`src/logic/adc_seq_map.svh`:
```
`ifndef ADC_SEQ_MAP_SVH
`define ADC_SEQ_MAP_SVH

// ====================================================================
// Control word field positions
`define CTRL_WIDTH      12
`define CTRL_CODING_BIT 11
`define CTRL_PWR_HI_BIT 10
`define CTRL_PWR_LO_BIT 9
`define CTRL_REF_BIT    8
`define CTRL_ADDR_HI    6
`define CTRL_ADDR_LO    5
`define CTRL_TYPE_HI    4
`define CTRL_TYPE_LO    3
`define CTRL_SEQ_HI_BIT 2
`define CTRL_SEQ_LO_BIT 1
`define CTRL_RANGE_BIT  0

// ====================================================================
// Reset values and conversion timing
`define CTRL_RESET      12'h000
`define SAR_BITS        12
`define SAR_FIRST_TRIAL 12'h800
`define CONV_PERIODS    4'hD
`define LAST_BIT_PERIOD 4'hB

`endif

```
`src/logic/adc_seq_pkg.sv`:
```
package adc_seq_pkg;

    typedef enum logic [1:0] {
        PWR_NORMAL,
        PWR_AUTO_SHUTDOWN,
        PWR_AUTO_STANDBY,
        PWR_FULL_SHUTDOWN
    } pwr_mode_type;

    typedef enum logic [1:0] {
        IN_SINGLE,
        IN_FULL_DIFF,
        IN_PSEUDO_DIFF,
        IN_UNUSED
    } input_type_type;

    typedef enum logic {
        CONV_IDLE,
        CONV_RUN
    } conv_state_type;

    typedef struct packed {
        logic         coding;
        pwr_mode_type pwrSel;
        logic         refInternal;
        logic [1:0]   chanAddr;
        logic [1:0]   inputType;
        logic         seqCtrlHi;
        logic         seqCtrlLo;
        logic         rangeDouble;
    } ctrl_type;

    typedef struct packed {
        logic [1:0] posSel;
        logic [1:0] negSel;
        logic       negToGround;
    } mux_sel_type;

endpackage : adc_seq_pkg

```
`src/logic/adc_channel_sequencer.sv`:
```
// Overview of operation
// - A conversion needs thirteen complete conversion clock periods.
// - With fewer than thirteen periods a new start abandons the conversion.
// - Sequencer bits both zero: convert the last written channel.
// - Sequencer bits both one: cycle channel 0 up to final channel.
// - Differential pairings skip the swapped-polarity channel codes.
// - Sequencer advances on each falling edge of conversion start while sequencing is on.
// - Inputs form four single, two differential or two pseudo pairs.
// - Range bit picks zero to reference or zero to twice reference.
// - Coding bit picks straight binary or twos complement result.
// - Two power bits of the control word choose the power mode.
// - Inputs are disconnected and held from conversion start to result.
// - Conversion ends on the thirteenth clock fall, then codes out.
// - Address bits pick next channel, or final channel when sequencing.
// - Two input-type bits select the analog pairing.
// - Auto shutdown powers everything down after each conversion.
// - Full shutdown keeps the control register contents.
`timescale 1ns/1ps
`include "adc_seq_map.svh"

module adc_channel_sequencer
    import adc_seq_pkg::*;
(
    input  wire logic                    ref_clk,
    input  wire logic                    rst,
    input  wire logic                    ctrlWrite,
    input  wire logic [`CTRL_WIDTH-1:0]  ctrlWord,
    input  wire logic                    conv_start_n,
    input  wire logic                    conv_clk_in,
    input  wire logic                    compAbove,
    output mux_sel_type                  muxSel,
    output logic                         inputsHeld,
    output logic [`SAR_BITS-1:0]         dacCode,
    output logic [`SAR_BITS-1:0]         resultCode,
    output logic                         resultValid,
    output logic                         convAbort,
    output logic                         busy,
    output logic [1:0]                   convChannel,
    output logic                         rangeDouble,
    output logic                         refInternal,
    output logic                         analogPowered,
    output logic                         refPowered,
    output logic                         reprogramHazard
);

    // ================================================================
    // Pin synchronisers
    logic startLevel;
    logic startRise;
    logic startFall;
    logic clkLevel;
    logic clkRise;
    logic clkFall;
    logic compLevel;

    pin_sync startSync (
        .ref_clk (ref_clk),
        .rst     (rst),
        .pinIn   (conv_start_n),
        .level   (startLevel),
        .rise    (startRise),
        .fall    (startFall)
    );

    pin_sync clkSync (
        .ref_clk (ref_clk),
        .rst     (rst),
        .pinIn   (conv_clk_in),
        .level   (clkLevel),
        .rise    (clkRise),
        .fall    (clkFall)
    );

    pin_sync compSync (
        .ref_clk (ref_clk),
        .rst     (rst),
        .pinIn   (compAbove),
        .level   (compLevel),
        .rise    (),
        .fall    ()
    );

    // ================================================================
    // Control register
    ctrl_type ctrl;
    localparam logic [`CTRL_WIDTH-1:0] CTRL_RESET_WORD = `CTRL_RESET;

    // A power mode never touches this register, so a full shutdown keeps
    // the whole configuration.
    always_ff @(posedge ref_clk or posedge rst) begin
        if (rst) begin
            ctrl <= ctrl_type'({CTRL_RESET_WORD[11:8],
                                CTRL_RESET_WORD[6:0]});
        end else if (ctrlWrite) begin
            ctrl.coding      <= ctrlWord[`CTRL_CODING_BIT];
            ctrl.pwrSel      <= pwr_mode_type'({ctrlWord[`CTRL_PWR_HI_BIT],
                                ctrlWord[`CTRL_PWR_LO_BIT]});
            ctrl.refInternal <= ctrlWord[`CTRL_REF_BIT];
            ctrl.chanAddr    <= ctrlWord[`CTRL_ADDR_HI:`CTRL_ADDR_LO];
            ctrl.inputType   <= ctrlWord[`CTRL_TYPE_HI:`CTRL_TYPE_LO];
            ctrl.seqCtrlHi   <= ctrlWord[`CTRL_SEQ_HI_BIT];
            ctrl.seqCtrlLo   <= ctrlWord[`CTRL_SEQ_LO_BIT];
            ctrl.rangeDouble <= ctrlWord[`CTRL_RANGE_BIT];
        end
    end

    // ================================================================
    // Sequencer
    logic       seqOn;
    logic       pairMode;
    logic [1:0] lastChan;
    logic [2:0] stepSum;
    logic [1:0] seqPtr;
    logic [1:0] next_seqPtr;
    logic [1:0] startChan;

    // Reserved encodings fall through to sequencing off.
    assign seqOn    = ctrl.seqCtrlHi & ctrl.seqCtrlLo;
    assign pairMode = (ctrl.inputType == IN_FULL_DIFF) ||
                      (ctrl.inputType == IN_PSEUDO_DIFF);
    assign lastChan = pairMode ? {ctrl.chanAddr[1], 1'b0}
                               : ctrl.chanAddr;
    assign stepSum  = {1'b0, seqPtr} + (pairMode ? 3'h2 : 3'h1);
    assign next_seqPtr = (stepSum > {1'b0, lastChan}) ? 2'h0
                                                      : stepSum[1:0];
    assign startChan   = seqOn ? seqPtr : ctrl.chanAddr;

    // A control write restarts the list at channel 0.
    always_ff @(posedge ref_clk or posedge rst) begin
        if (rst) begin
            seqPtr <= 2'h0;
        end else if (ctrlWrite) begin
            seqPtr <= 2'h0;
        end else if (startFall && seqOn) begin
            seqPtr <= next_seqPtr;
        end
    end

    // ================================================================
    // Conversion engine
    conv_state_type             state;
    logic [3:0]                 periodCount;
    logic [`SAR_BITS-1:0]       sarCode;
    logic [`SAR_BITS-1:0]       next_sarCode;
    logic [`SAR_BITS-1:0]       trialBit;
    logic                       lastPeriod;

    assign trialBit   = `SAR_FIRST_TRIAL >> periodCount;
    assign lastPeriod = (periodCount == (`CONV_PERIODS - 4'h1));
    assign next_sarCode = compLevel ? sarCode : (sarCode & ~trialBit);

    always_ff @(posedge ref_clk or posedge rst) begin
        if (rst) begin
            state       <= CONV_IDLE;
            periodCount <= 4'h0;
            sarCode     <= 12'h000;
        end else if (startFall) begin
            state       <= CONV_RUN;
            periodCount <= 4'h0;
            sarCode     <= `SAR_FIRST_TRIAL;
        end else if (state == CONV_RUN && clkFall) begin
            periodCount <= periodCount + 4'h1;
            if (periodCount <= `LAST_BIT_PERIOD) begin
                sarCode <= next_sarCode | (trialBit >> 1);
            end
            if (lastPeriod) begin
                state <= CONV_IDLE;
            end
        end
    end

    always_ff @(posedge ref_clk or posedge rst) begin
        if (rst) begin
            dacCode <= 12'h000;
        end else begin
            dacCode <= sarCode;
        end
    end

    // A new start before the thirteenth fall drops the old conversion.
    always_ff @(posedge ref_clk or posedge rst) begin
        if (rst) begin
            convAbort <= 1'b0;
        end else begin
            convAbort <= startFall && state == CONV_RUN;
        end
    end

    always_ff @(posedge ref_clk or posedge rst) begin
        if (rst) begin
            resultValid <= 1'b0;
            resultCode  <= 12'h000;
        end else begin
            resultValid <= 1'b0;
            if (!startFall && state == CONV_RUN && clkFall && lastPeriod) begin
                resultValid <= 1'b1;
                resultCode  <= {sarCode[`SAR_BITS-1] ^ ctrl.coding,
                                sarCode[`SAR_BITS-2:0]};
            end
        end
    end

    // The host may only reprogram after a late abort once the sequencer has
    // seen a start rise or a clock fall; this flag shows the unsafe window.
    always_ff @(posedge ref_clk or posedge rst) begin
        if (rst) begin
            reprogramHazard <= 1'b0;
        end else if (startFall && state == CONV_RUN && lastPeriod &&
                     clkLevel) begin
            reprogramHazard <= 1'b1;
        end else if (startRise || clkFall) begin
            reprogramHazard <= 1'b0;
        end
    end

    // ================================================================
    // Input switching and hold
    always_ff @(posedge ref_clk or posedge rst) begin
        if (rst) begin
            convChannel <= 2'h0;
            muxSel      <= '0;
        end else if (startFall) begin
            convChannel        <= startChan;
            muxSel.posSel      <= startChan;
            muxSel.negSel      <= startChan ^ 2'h1;
            muxSel.negToGround <= !pairMode;
        end
    end

    always_ff @(posedge ref_clk or posedge rst) begin
        if (rst) begin
            inputsHeld <= 1'b0;
            busy       <= 1'b0;
        end else begin
            inputsHeld <= (state == CONV_RUN) || startFall;
            busy       <= (state == CONV_RUN) || startFall;
        end
    end

    // ================================================================
    // Range, reference and power
    always_ff @(posedge ref_clk or posedge rst) begin
        if (rst) begin
            rangeDouble <= 1'b0;
            refInternal <= 1'b0;
        end else begin
            rangeDouble <= ctrl.rangeDouble;
            refInternal <= ctrl.refInternal;
        end
    end

    always_ff @(posedge ref_clk or posedge rst) begin
        if (rst) begin
            analogPowered <= 1'b1;
            refPowered    <= 1'b1;
        end else begin
            unique case (ctrl.pwrSel)
                PWR_NORMAL: begin
                    analogPowered <= 1'b1;
                    refPowered    <= 1'b1;
                end
                PWR_AUTO_SHUTDOWN: begin
                    analogPowered <= (state == CONV_RUN);
                    refPowered    <= (state == CONV_RUN);
                end
                PWR_AUTO_STANDBY: begin
                    analogPowered <= (state == CONV_RUN);
                    refPowered    <= 1'b1;
                end
                PWR_FULL_SHUTDOWN: begin
                    analogPowered <= 1'b0;
                    refPowered    <= 1'b0;
                end
            endcase
        end
    end
endmodule : adc_channel_sequencer

```
`src/logic/pin_sync.sv`:
```
`timescale 1ns/1ps

module pin_sync (
    input  wire logic ref_clk,
    input  wire logic rst,
    input  wire logic pinIn,
    output logic      level,
    output logic      rise,
    output logic      fall
);

    // ================================================================
    // Two-stage synchroniser; only the second stage feeds the edges.
    logic stage1;
    logic stage2;
    logic prev;

    always_ff @(posedge ref_clk or posedge rst) begin
        if (rst) begin
            stage1 <= 1'b0;
            stage2 <= 1'b0;
            prev   <= 1'b0;
        end else begin
            stage1 <= pinIn;
            stage2 <= stage1;
            prev   <= stage2;
        end
    end

    assign level = stage2;
    assign rise  = stage2 & ~prev;
    assign fall  = ~stage2 & prev;

endmodule : pin_sync
```
`config.mk`:
```
export PLATFORM = sky130hd
export DESIGN_NAME = adc_channel_sequencer
export DESIGN_NICKNAME = d
export VERILOG_FILES = /design/src/logic/adc_seq_pkg.sv /design/src/logic/adc_channel_sequencer.sv /design/src/logic/pin_sync.sv
export VERILOG_INCLUDE_DIRS = /design/src /design/src/logic
export SDC_FILE = /design/constraint.sdc
export NUM_CORES = 1
export LEC_CHECK = 0
export BUFFER_PORTS_ARGS = -buffer_cell sky130_fd_sc_hd__buf_2
export CAP_MARGIN = 20
export CORE_MARGIN = 2
export CORE_UTILIZATION = 50
export DETAILED_ROUTE_END_ITERATION = 8
export GPL_TIMING_DRIVEN = 0
export PLACE_DENSITY = 0.73
export SLEW_MARGIN = 20
export SYNTH_ARGS = -nofsm -noshare
export SYNTH_HDL_FRONTEND = slang
export SYNTH_SLANG_ARGS = --single-unit
```
`constraint.sdc`:
```
create_clock -name ref_clk -period 3.8 [get_ports ref_clk]
set_input_delay 0.57 -clock ref_clk [delete_from_list [all_inputs] [get_ports ref_clk]]
set_output_delay 0.57 -clock ref_clk [all_outputs]
set_load 0.005 [all_outputs]
```
==> impl_metrics.yaml, run 1 <==
run_status:
  status: "finished clean"
sta:
  worst_clock_skew_ns: 0.0109
  rsz0062_at_grt: "false"
  finalSetupTns_ns: 0
  min_period_ns: 2.22
  max_slew_margin: 0.683
  fmax_mhz: 450
  finalCritPeriodShare: 0.585
  hold_violations: 0
  finalSetupViolations: 0
  slew_viol_final: 0
  worstMarginPinSlew_ns: 0.476
  holdWs_ns: 0.217
detailed_routing:
  routed_via_density: 5.06
  routed_wl_mm: 5.43
  drtAntennaViolNets: 0
  vias: 1958
  routedWlPerCell_um: 14.0
  route.detailed.drc: 0
  drt_iter0_drc: 94
  detail_route.first_pass.iterations: 4
cells_and_area:
  num_antenna_cells: 0
  nNetsFinal: 338
  instances_no_fill: 387
  nFillCells: 482
  area_growth_pct: 20.3
  layout-drive-gt1-share: 0.346
  fin_util: 0.620
worst_setup_path:
  reg2reg_slack_ns: 1.58
  crit_path_cell_trace: "xnor2_1 > xnor2_1 > ha_1 > ha_1 > nor2b_1 > o21ai_0 > and3_1 > a32o_1"
  critPathMaxStageDelay_ns: 0.41
  end_kind: "flip-flop"
  cp_slowest_cell: "dfrtp_1"
  path_class: "reg -> reg"
  required_ns: 4.03
  worst_setup_path_start_kind: "flip-flop"
  path_max_fanout: 4
  cp_top_family: "adder cells"
  crit_arrival_ns: 2.46
  cp_num_buf_inv: 0
global_routing:
  grt_pass1_wl_mm: 9.00
  antenna_found_initial: 0
  grt_max_degree: 43
  grt_pass1_vias: 1902
  met3_usage: 0.0462
  grt_busiest_layer: "met2"
  overflow: 0
  use_met1: 0.233
  grtUsageMet2: 0.285
  globalRouteTotalUtil: 0.180
clock_tree:
  clock_latency_ns: 0.35
  cts.sinks: 74
  ctsResizeCount: 0
  path_clk_slew_ns: 0.09
  ctsHoldBuffers: 0
  cts_inserted_buffers: 9
  htree_levels: 3
  root_buffer: "clkbuf_8"
  clockBufferDepth: 2
  post_cts_buffers: 0
  cts_tree: "built"
power_and_ir_drop:
  p_sw_uw: 446
  clkPwrFrac: 0.386
  power_leakage_uw: 0.00181
  finalPower_uw: 1760
  ir_drop_uv: 256
  power_frac_seq: 0.501
  pwr-share-comb: 0.113
  p_per_area_nw_per_um2: 481
  p_int_uw: 1310
  switching_share: 0.254
die:
  core_sq_um: 5890
  start_util: 0.515
  die_area_sq_um: 6710
  io-pin-count: 58
  rows: 28
  die_w_um: 81.9
  die_h_um: 81.9
synth:
  synth_area_leaders: "dfrtp_1 (59%), ha_1 (5.4%), mux2_2 (4.5%), mux2_4 (3.5%), o21ai_0 (2.6%)"
  ys_types: 44
  synth_common_cells: "dfrtp_1 (72), nand2_1 (21), o21ai_0 (16)"
  syn_nets: 271
  yosysMostFrequentCell: "dfrtp_1"
  synthMuxAreaShare: 0.0858
  synth-seq-cells: 74
  synth-edff-count: 0
  syn_inst: 240
  syn_avg_cell_area_sq_um: 12.6
  synth-simple-area-share: 0.106
  seq_area_frac_synth: 0.611
  synth_top_area_frac: 0.594
  synth_compound_area_frac: 0.0833
  synth_top_cell_by_area: "dfrtp_1"
  async_reset_ff_frac: 1.00
  ys.flop_type: "dfrtp_1"
  yosys.area_share.xor_xnor: 0.0144
  synthAdderAreaFrac: 0.0536
  mappedNetlistArea_sq_um: 3030
  synth_top_family_by_area: "simple AND/OR/NAND/NOR gates"
  ys_warn_count: 0
min_path:
  min_path_type: "in -> async"
place:
  port_buffers: 55
  gp_congestion: 0.774
  dp_hpwl_mm: 3.80
  dp_cells: 371
job:
  cap_violations: 0
-- logic make-up after synthesis --
family,count (synthesis)
multiplexers,21
AND/OR/NAND/NOR,62
flip-flops,74
buffers and inverters,24
adder cells (fa/ha/maj),13
AO/OA/AOI/OAI,41
XOR/XNOR,5
-- placed cells by master (no fill, tap or decap), drive strengths merged --
cell type and count:
nand3b 3, dfstp 2, o31ai 2, clkinv 1
nand2 21, nor2b 3, inv 12, a32oi 1
a211oi 2, clkbuf 15, a21oi 6, xor2 2
nand3 4, and3 1, dfrtp 72, a32o 1
o21ai 17, nor3 2, nor2 15, nand4 2
o22ai 1, clkinvlp 2, o211ai 6, and3b 1
mux2i 2, nand2b 5, ha 13, and2 1
buf 64, nor3b 2, or4 1, xnor2 3
o2bb2ai 2, a21o 1, mux2 19, and4bb 1
bufinv 2, a31oi 2
-- power by group through the flow --
stage	combinational, uW	sequential [uW]	clock [uW]
floorplan	130	890	0
finish	199	879	678
global placement	192	892	0
global route	229	888	724
detailed placement	201	895	0
CTS	203	879	693
-- worst register-to-register path: cells and delay by family (launching register included) --
family | cells | cell delay [ns]
AOI/OAI and AO/OA | 2 | 0.34
and+or+nand+nor | 2 | 0.29
adders and majority gates | 2 | 0.61
DFF | 1 | 0.41
xor gates and xnor gates | 2 | 0.46
-- stage by stage --
step | setup WS (ns) | instance area [sq um]
after detailed placement | 1.57 | 3420
after floorplan | 1.35 | 3030
final | 1.58 | 3650
after CTS | 1.56 | 3650
after global routing | 1.35 | 3650
after global placement | 0.577 | 3400
-- worst paths after layout --
check / cells after the start / endpoint / startpoint
setup reg to reg: 8 / seqPtr[1] / ctrl[4]
setup / recovery: 8 / seqPtr[1] / ctrl[4]
hold / removal: 2 / resultCode[2] / rst
hold reg to reg: 0 / clkSync.level / clkSync.stage1
min in group ref_clk: 1 / compSync.stage1 / compAbove
max in group asynchronous: 3 / analogPowered / rst
-- layer usage --
| metal | vias to the layer above | routed length [um] |
|---|---|---|
| li1 | 954 | - |
| met1 | 959 | 2450 |
| met2 | 39 | 2670 |
| met3 | 6 | 211 |
| met4 | 0 | 95 |
| met5 | - | 0 |
-- final cells by class --
cell class	count	area [sq um]	share of cell area
buffer	14	98.8	0.0271
clock buffer	9	124	0.0339
clock inverter	7	101	0.0278
inverter	10	40.0	0.0110
multi-input combinational	142	1040	0.286
sequential	74	1850	0.508
tap	75	93.8	0.0257
timing repair buffer	56	295	0.0809
-- registers in the layout, summed over array words and instances, names as in the netlist, 2 cells and up --
register and count:
ctrl 11, dacCode 12, muxSel 3, periodCount 4, resultCode 12, sarCode 12, seqPtr 2
Power figures use the tool's default switching activity.
==> inputs of run 2 (changes only) <==
--- a/config.mk
+++ b/config.mk
@@ -6,13 +6,14 @@
 export SDC_FILE = /design/constraint.sdc
 export NUM_CORES = 1
 export LEC_CHECK = 0
+export ABC_AREA = 1
 export BUFFER_PORTS_ARGS = -buffer_cell sky130_fd_sc_hd__buf_2
 export CAP_MARGIN = 20
 export CORE_MARGIN = 2
-export CORE_UTILIZATION = 50
+export CORE_UTILIZATION = 49
 export DETAILED_ROUTE_END_ITERATION = 8
 export GPL_TIMING_DRIVEN = 0
-export PLACE_DENSITY = 0.73
+export PLACE_DENSITY = 0.75
 export SLEW_MARGIN = 20
 export SYNTH_ARGS = -nofsm -noshare
 export SYNTH_HDL_FRONTEND = slang
==> constraint.sdc (replaced) <==
create_clock -name ref_clk -period 1.9 [get_ports ref_clk]
set_input_delay 0.285 -clock ref_clk [delete_from_list [all_inputs] [get_ports ref_clk]]
set_output_delay 0.285 -clock ref_clk [all_outputs]
set_load 0.005 [all_outputs]
==> run 2 against run 1 <==
  * Largest cell class unchanged
  * Register-to-register slack got worse by 1.5 ns
  * Synthesized area rose by 3.1%
  * Fmax rose by 21%
  * Critical path depth rose by 4
  * Setup slack got worse by 1.5 ns
  * First-iteration DRC count fell by 33%
  * Sequential share of layout area fell by 2.0 points
  * Routed wire length rose by 4.7%
==> impl_metrics.yaml, run 2 <==
die:
  die_w_um: 83.9
  io-pin-count: 58
  core_sq_um: 6240
  rows: 29
  start_util: 0.501
  die_area_sq_um: 7030
  die_h_um: 83.9
cells_and_area:
  area_growth_pct: 21.5
  layout_commonest_cell: "nand2_1"
  seqCellArea_sq_um: 1850
  multiInputGateArea_sq_um: 1120
  nNetsFinal: 424
  nFillCells: 536
  final_cell_mix: "nand2_1 (106), dfrtp_1 (72), buf_2 (57)"
  layout-drive-gt1-share: 0.289
  num_antenna_cells: 0
  instances_no_fill: 475
  largest_registers: "dacCode (12), resultCode (12), sarCode (12)"
sta:
  finalSetupTns_ns: 0
  rsz0062_at_grt: "true"
  max_slew_margin: 0.777
  worst_clock_skew_ns: 0.00981
  finalSetupViolations: 0
  slew_viol_final: 0
  hold_violations: 0
  finalCritPeriodShare: 0.971
  fmax_mhz: 542
  fin_ws_ns: 0.0543
  min_period_ns: 1.85
  worstMarginPinSlew_ns: 0.335
  holdWs_ns: 0.0416
clock_tree:
  root_buffer: "clkbuf_8"
  htree_levels: 3
  clockBufferDepth: 2
  cts.sinks: 74
  clock_latency_ns: 0.35
  cts_inserted_buffers: 9
  path_clk_slew_ns: 0.07
  cts_tree: "built"
global_routing:
  grt_pass1_vias: 2187
  globalRouteTotalUtil: 0.179
  antenna_found_initial: 0
  grt_pass1_wl_mm: 9.88
  overflow: 0
  grt_max_degree: 37
power_and_ir_drop:
  power_frac_seq: 0.531
  p_int_uw: 2430
  p_sw_uw: 916
  ir_drop_uv: 564
  p_per_area_nw_per_um2: 882
  finalPower_uw: 3350
  switching_share: 0.274
  power_leakage_uw: 0.00206
  clkPwrFrac: 0.317
  pwr-share-comb: 0.152
run_status:
  status: "finished clean"
place:
  port_buffers: 55
  dp_cells: 455
  place_ws_ns: -0.151
  dp_hpwl_mm: 4.06
  gp_congestion: 0.856
worst_setup_path:
  end_kind: "flip-flop"
  path_max_fanout: 3
  r2r-start: "ctrl[3]"
  reg2reg_depth: 12
  worst_setup_path_start_kind: "flip-flop"
  crit_arrival_ns: 2.09
  required_ns: 2.14
  path_class: "reg -> reg"
  r2r_end: "seqPtr[1]"
  reg2reg_slack_ns: 0.05
synth:
  ys_warn_count: 0
  syn_avg_cell_area_sq_um: 9.74
  synth-seq-cells: 74
  synth_common_cells: "nand2_1 (111), dfrtp_1 (72), inv_1 (27)"
  mappedNetlistArea_sq_um: 3130
  synth_top_cell_by_area: "dfrtp_1"
  synth-edff-count: 0
  synth_area_leaders: "dfrtp_1 (58%), nand2_1 (13%), ha_1 (5.2%), o21ai_0 (3.7%), inv_1 (3.2%)"
  syn_nets: 352
  async_reset_ff_frac: 1.00
  seq_area_frac_synth: 0.593
  ys.flop_type: "dfrtp_1"
  ys_types: 30
  yosysMostFrequentCell: "nand2_1"
  synth_top_area_frac: 0.576
  syn_inst: 321
detailed_routing:
  route.detailed.drc: 0
  vias: 2289
  routedWlPerCell_um: 12.0
  drt_iter0_drc: 63
  detail_route.first_pass.iterations: 4
  drtAntennaViolNets: 0
  routed_wl_mm: 5.69
  routed_via_density: 4.82
job:
  cap_violations: 0
min_path:
  worstHoldPathCells: 1
  hold_start: "conv_clk_in"
  worstHoldEndpoint: "clkSync.stage1"
  min_path_type: "in -> reg"
## run 2: changes by cell type after synthesis, sizes merged, moves of 3 or more
cell    before  now
mux2        19    5
nand2       21  112
o21ai       17   25
nand3        4   20
clkbuf       6    1
inv         10   29
o211ai       6    1
buf          8   11
nand2b       5    0
nor2        15   11
nor2b        3    0
## run 2: cell families after synthesis
group                      Yosys count  synth area share
AOI/OAI and AO/OA                   35            0.0613
xor gates and xnor gates             2           0.00561
adders and majority gates           13            0.0520
buffers and inverters               42            0.0661
DFF                                 74             0.593
muxes                                5            0.0180
and+or+nand+nor                    150             0.204
## run 2: worst max-delay path: stages, from the launching register on
cell	delay [ns]
dfrtp_1	0.41
inv_2	0.08
nand2_2	0.06
nand2_2	0.10
xnor2_1	0.12
inv_1	0.09
ha_4	0.23
ha_4	0.27
nand2_2	0.07
a21boi_4	0.15
nor2_2	0.06
nand2_1	0.06
nand2_1	0.05
## run 2: per-layer routing
layer | up-vias | share of wire | global-route usage
met4 | 0 | 0.0081 | 0.0543
met1 | 1069 | 0.45 | 0.233
li1 | 1157 | - | -
met5 | - | 0 | 0
met2 | 59 | 0.48 | 0.281
met3 | 4 | 0.060 | 0.0682
## run 2: worst max-delay path by stage
stage | startpoint | to | slack (ns) | cells past startpoint
CTS | ctrl[4] | seqPtr[1] | 0.03 | 12
detailed placement | ctrl[3] | seqPtr[1] | -0.15 | 12
floorplan | ctrl[4] | seqPtr[0] | 0.07 | 12
global placement | ctrl[4] | seqPtr[0] | -0.06 | 12
global route | ctrl[4] | seqPtr[0] | -0.06 | 12
finish | ctrl[3] | seqPtr[1] | 0.05 | 12
## run 2: metrics by stage
stage	cell area (sq um)	utilization
after floorplan	3130	-
after global placement	3500	0.561
after detailed placement	3540	0.567
after CTS	3760	0.602
after global routing	3800	0.608
final	3800	0.608
## run 2: power by group through the flow
stage / Clock, uW / Sequential (uW) / Combinational (uW)
3_3_place_gp: 0 / 1800 / 434
3_5_place_dp: 0 / 1810 / 459
5_1_grt: 1170 / 1790 / 586
4_1_cts: 1090 / 1780 / 482
2_1_floorplan: 0 / 1790 / 301
6_report: 1060 / 1780 / 509
## run 2: cell type report
cell class	count	area share
Timing Repair Buffer	61	0.0916
Clock inverter	5	0.00791
Sequential cell	74	0.488
Inverter	30	0.0310
Multi-Input combinational cell	205	0.294
Clock buffer	11	0.0372
Tap cell	77	0.0254
Buffer	12	0.0244
## run 2: what timing repair did
action,in CTS,in global routing
hold endpoints to repair,7,0
pin swaps,1,8
hold buffers,1,0
setup buffers,0,3
gates resized for setup,7,6
setup endpoints to repair,2,2
==> inputs of run 3 (changes only) <==
==> constraint.sdc (replaced) <==
create_clock -name ref_clk -period 1.6 [get_ports ref_clk]
set_input_delay 0.24 -clock ref_clk [delete_from_list [all_inputs] [get_ports ref_clk]]
set_output_delay 0.24 -clock ref_clk [all_outputs]
set_load 0.005 [all_outputs]
==> run 3 against run 2 <==
  * The run now ends with negative setup slack left
  * Critical path depth rose by 1
  * Cell area rose by 2.8%
  * Utilization up 1.7 points
  * Clock-buffer cell count up 1
  * Non-clock buffer count up 7
  * Die area stayed put
  * Largest power group unchanged
==> impl_metrics.yaml, run 3 (synthesized netlist as in run 2, its figures left out) <==
power_and_ir_drop:
  p_per_area_nw_per_um2: 1070
  power_leakage_uw: 0.00212
  ir_drop_uv: 622
sta:
  hold_violations: 0
  max_slew_margin: 0.641
  finalCritPeriodShare: 1.17
  fmax_mhz: 536
  fin_ws_ns: -0.267
  min_period_ns: 1.87
  worst_clock_skew_ns: 0.0133
  finalSetupViolations: 2
  slew_viol_final: 0
  rsz0062_at_grt: "true"
  worstMarginPinSlew_ns: 0.538
  finalSetupTns_ns: -0.505
  holdWs_ns: 0.0941
cells_and_area:
  layout_commonest_cell: "nand2_1"
  area_growth_pct: 24.9
  design_area_sq_um: 3900
  largest_registers: "dacCode (12), resultCode (12), sarCode (12)"
  fin_util: 0.626
  layout-drive-gt1-share: 0.300
  nFillCells: 521
  final_cell_mix: "nand2_1 (105), dfrtp_1 (71), buf_2 (57)"
  instances_no_fill: 481
  num_antenna_cells: 0
  nNetsFinal: 431
die:
  io-pin-count: 58
  die_area_sq_um: 7030
  rows: 29
  die_h_um: 83.9
  core_sq_um: 6240
  die_w_um: 83.9
  start_util: 0.501
detailed_routing:
  routedWlPerCell_um: 12.4
  drt_iter0_drc: 95
  detail_route.first_pass.iterations: 4
  routed_wl_mm: 5.96
  drtAntennaViolNets: 0
  route.detailed.drc: 0
  routed_via_density: 4.87
  vias: 2344
clock_tree:
  cts_tree: "built"
  clock_latency_ns: 0.35
  clockBufferDepth: 2
  htree_levels: 3
  root_buffer: "clkbuf_8"
  path_clk_slew_ns: 0.07
  cts_inserted_buffers: 9
  cts.sinks: 74
worst_setup_path:
  crit_path_cell_trace: "inv_2 > buf_4 > buf_4 > buf_4 > nand2_2 > nand3_2 > nand2_1 > ha_1 > nand2_2 > a21boi_4 > nor2_2 > nand2_1 > nand2_1"
  path_max_fanout: 3
  r2r_end: "seqPtr[0]"
  worst_setup_path_start_kind: "flip-flop"
  path_class: "reg -> reg"
  r2r-start: "ctrl[3]"
  required_ns: 1.84
  reg2reg_depth: 13
  end_kind: "flip-flop"
  cp_slowest_cell: "dfrtp_1"
  crit_arrival_ns: 2.11
  critPathMaxStageDelay_ns: 0.41
  reg2reg_slack_ns: -0.27
global_routing:
  grt_pass1_vias: 2327
  antenna_found_initial: 0
  grt_max_degree: 33
  grt_pass1_wl_mm: 10.1
  globalRouteTotalUtil: 0.182
  overflow: 0
place:
  dp_cells: 455
  dp_hpwl_mm: 4.11
  placed_cell_area_sq_um: 3550
  gp_congestion: 0.857
  port_buffers: 55
min_path:
  worstHoldEndpoint: "ctrl[3]"
  worstHoldPathCells: 3
  hold_start: "ctrlWord[3]"
  min_path_type: "in -> reg"
run_status:
  status: "finished, violations left"
  violations: "negative setup slack"
job:
  cap_violations: 0
[run 3: critical path: cells and delay by family (launching register included)]
| family | cells | cell delay, ns |
|---|---|---|
| compound gates | 1 | 0.18 |
| fa+ha+maj | 1 | 0.24 |
| buf+inv | 4 | 0.43 |
| flops | 1 | 0.41 |
| simple gates | 7 | 0.49 |
[run 3: area by class of cell]
cell class	count	area, sq um	share of cell area
buffer	12	92.6	0.0237
clock buffer	12	145	0.0372
clock inverter	3	40.0	0.0103
inverter	30	118	0.0301
multi-input combinational	205	1140	0.292
sequential	74	1860	0.475
tap	77	96.3	0.0247
timing repair buffer	68	415	0.106
[run 3: worst max-delay path by stage]
stage          slack, ns        end     from
2_1_floorplan      -0.17  seqPtr[0]  ctrl[3]
3_3_place_gp       -0.26  seqPtr[1]  ctrl[4]
3_5_place_dp       -0.34  seqPtr[0]  ctrl[3]
4_1_cts            -0.19  seqPtr[0]  ctrl[4]
5_1_grt            -0.34  seqPtr[0]  ctrl[3]
6_report           -0.27  seqPtr[0]  ctrl[3]
[run 3: power breakdown]
part / switching [uW] / internal (uW) / total, uW / leakage [uW]
logic: 354 / 317 / 671 / 0.00107
registers: 96.6 / 2010 / 2110 / 0.000945
clock network: 643 / 750 / 1390 / 0.0000962
[run 3: per-layer routing]
layer,track usage,wire length (um)
met5,0,0
met2,0.297,2840
met3,0.0623,376
met1,0.217,2590
met4,0.0865,161
[run 3: per-stage QoR]
step	total power (uW)	setup WS [ns]
5_1_grt	4390	-0.336
3_3_place_gp	2660	-0.263
4_1_cts	4140	-0.186
2_1_floorplan	2500	-0.168
3_5_place_dp	2700	-0.336
6_report	4170	-0.267
[run 3: what timing repair did]
action | CTS | global route
endpoints found under the hold margin | 22 | 0
pin swaps | 5 | 5
resized for setup | 7 | 9
setup endpoints to repair | 2 | 12
hold buffers | 4 | 0
buffers inserted | 6 | 1
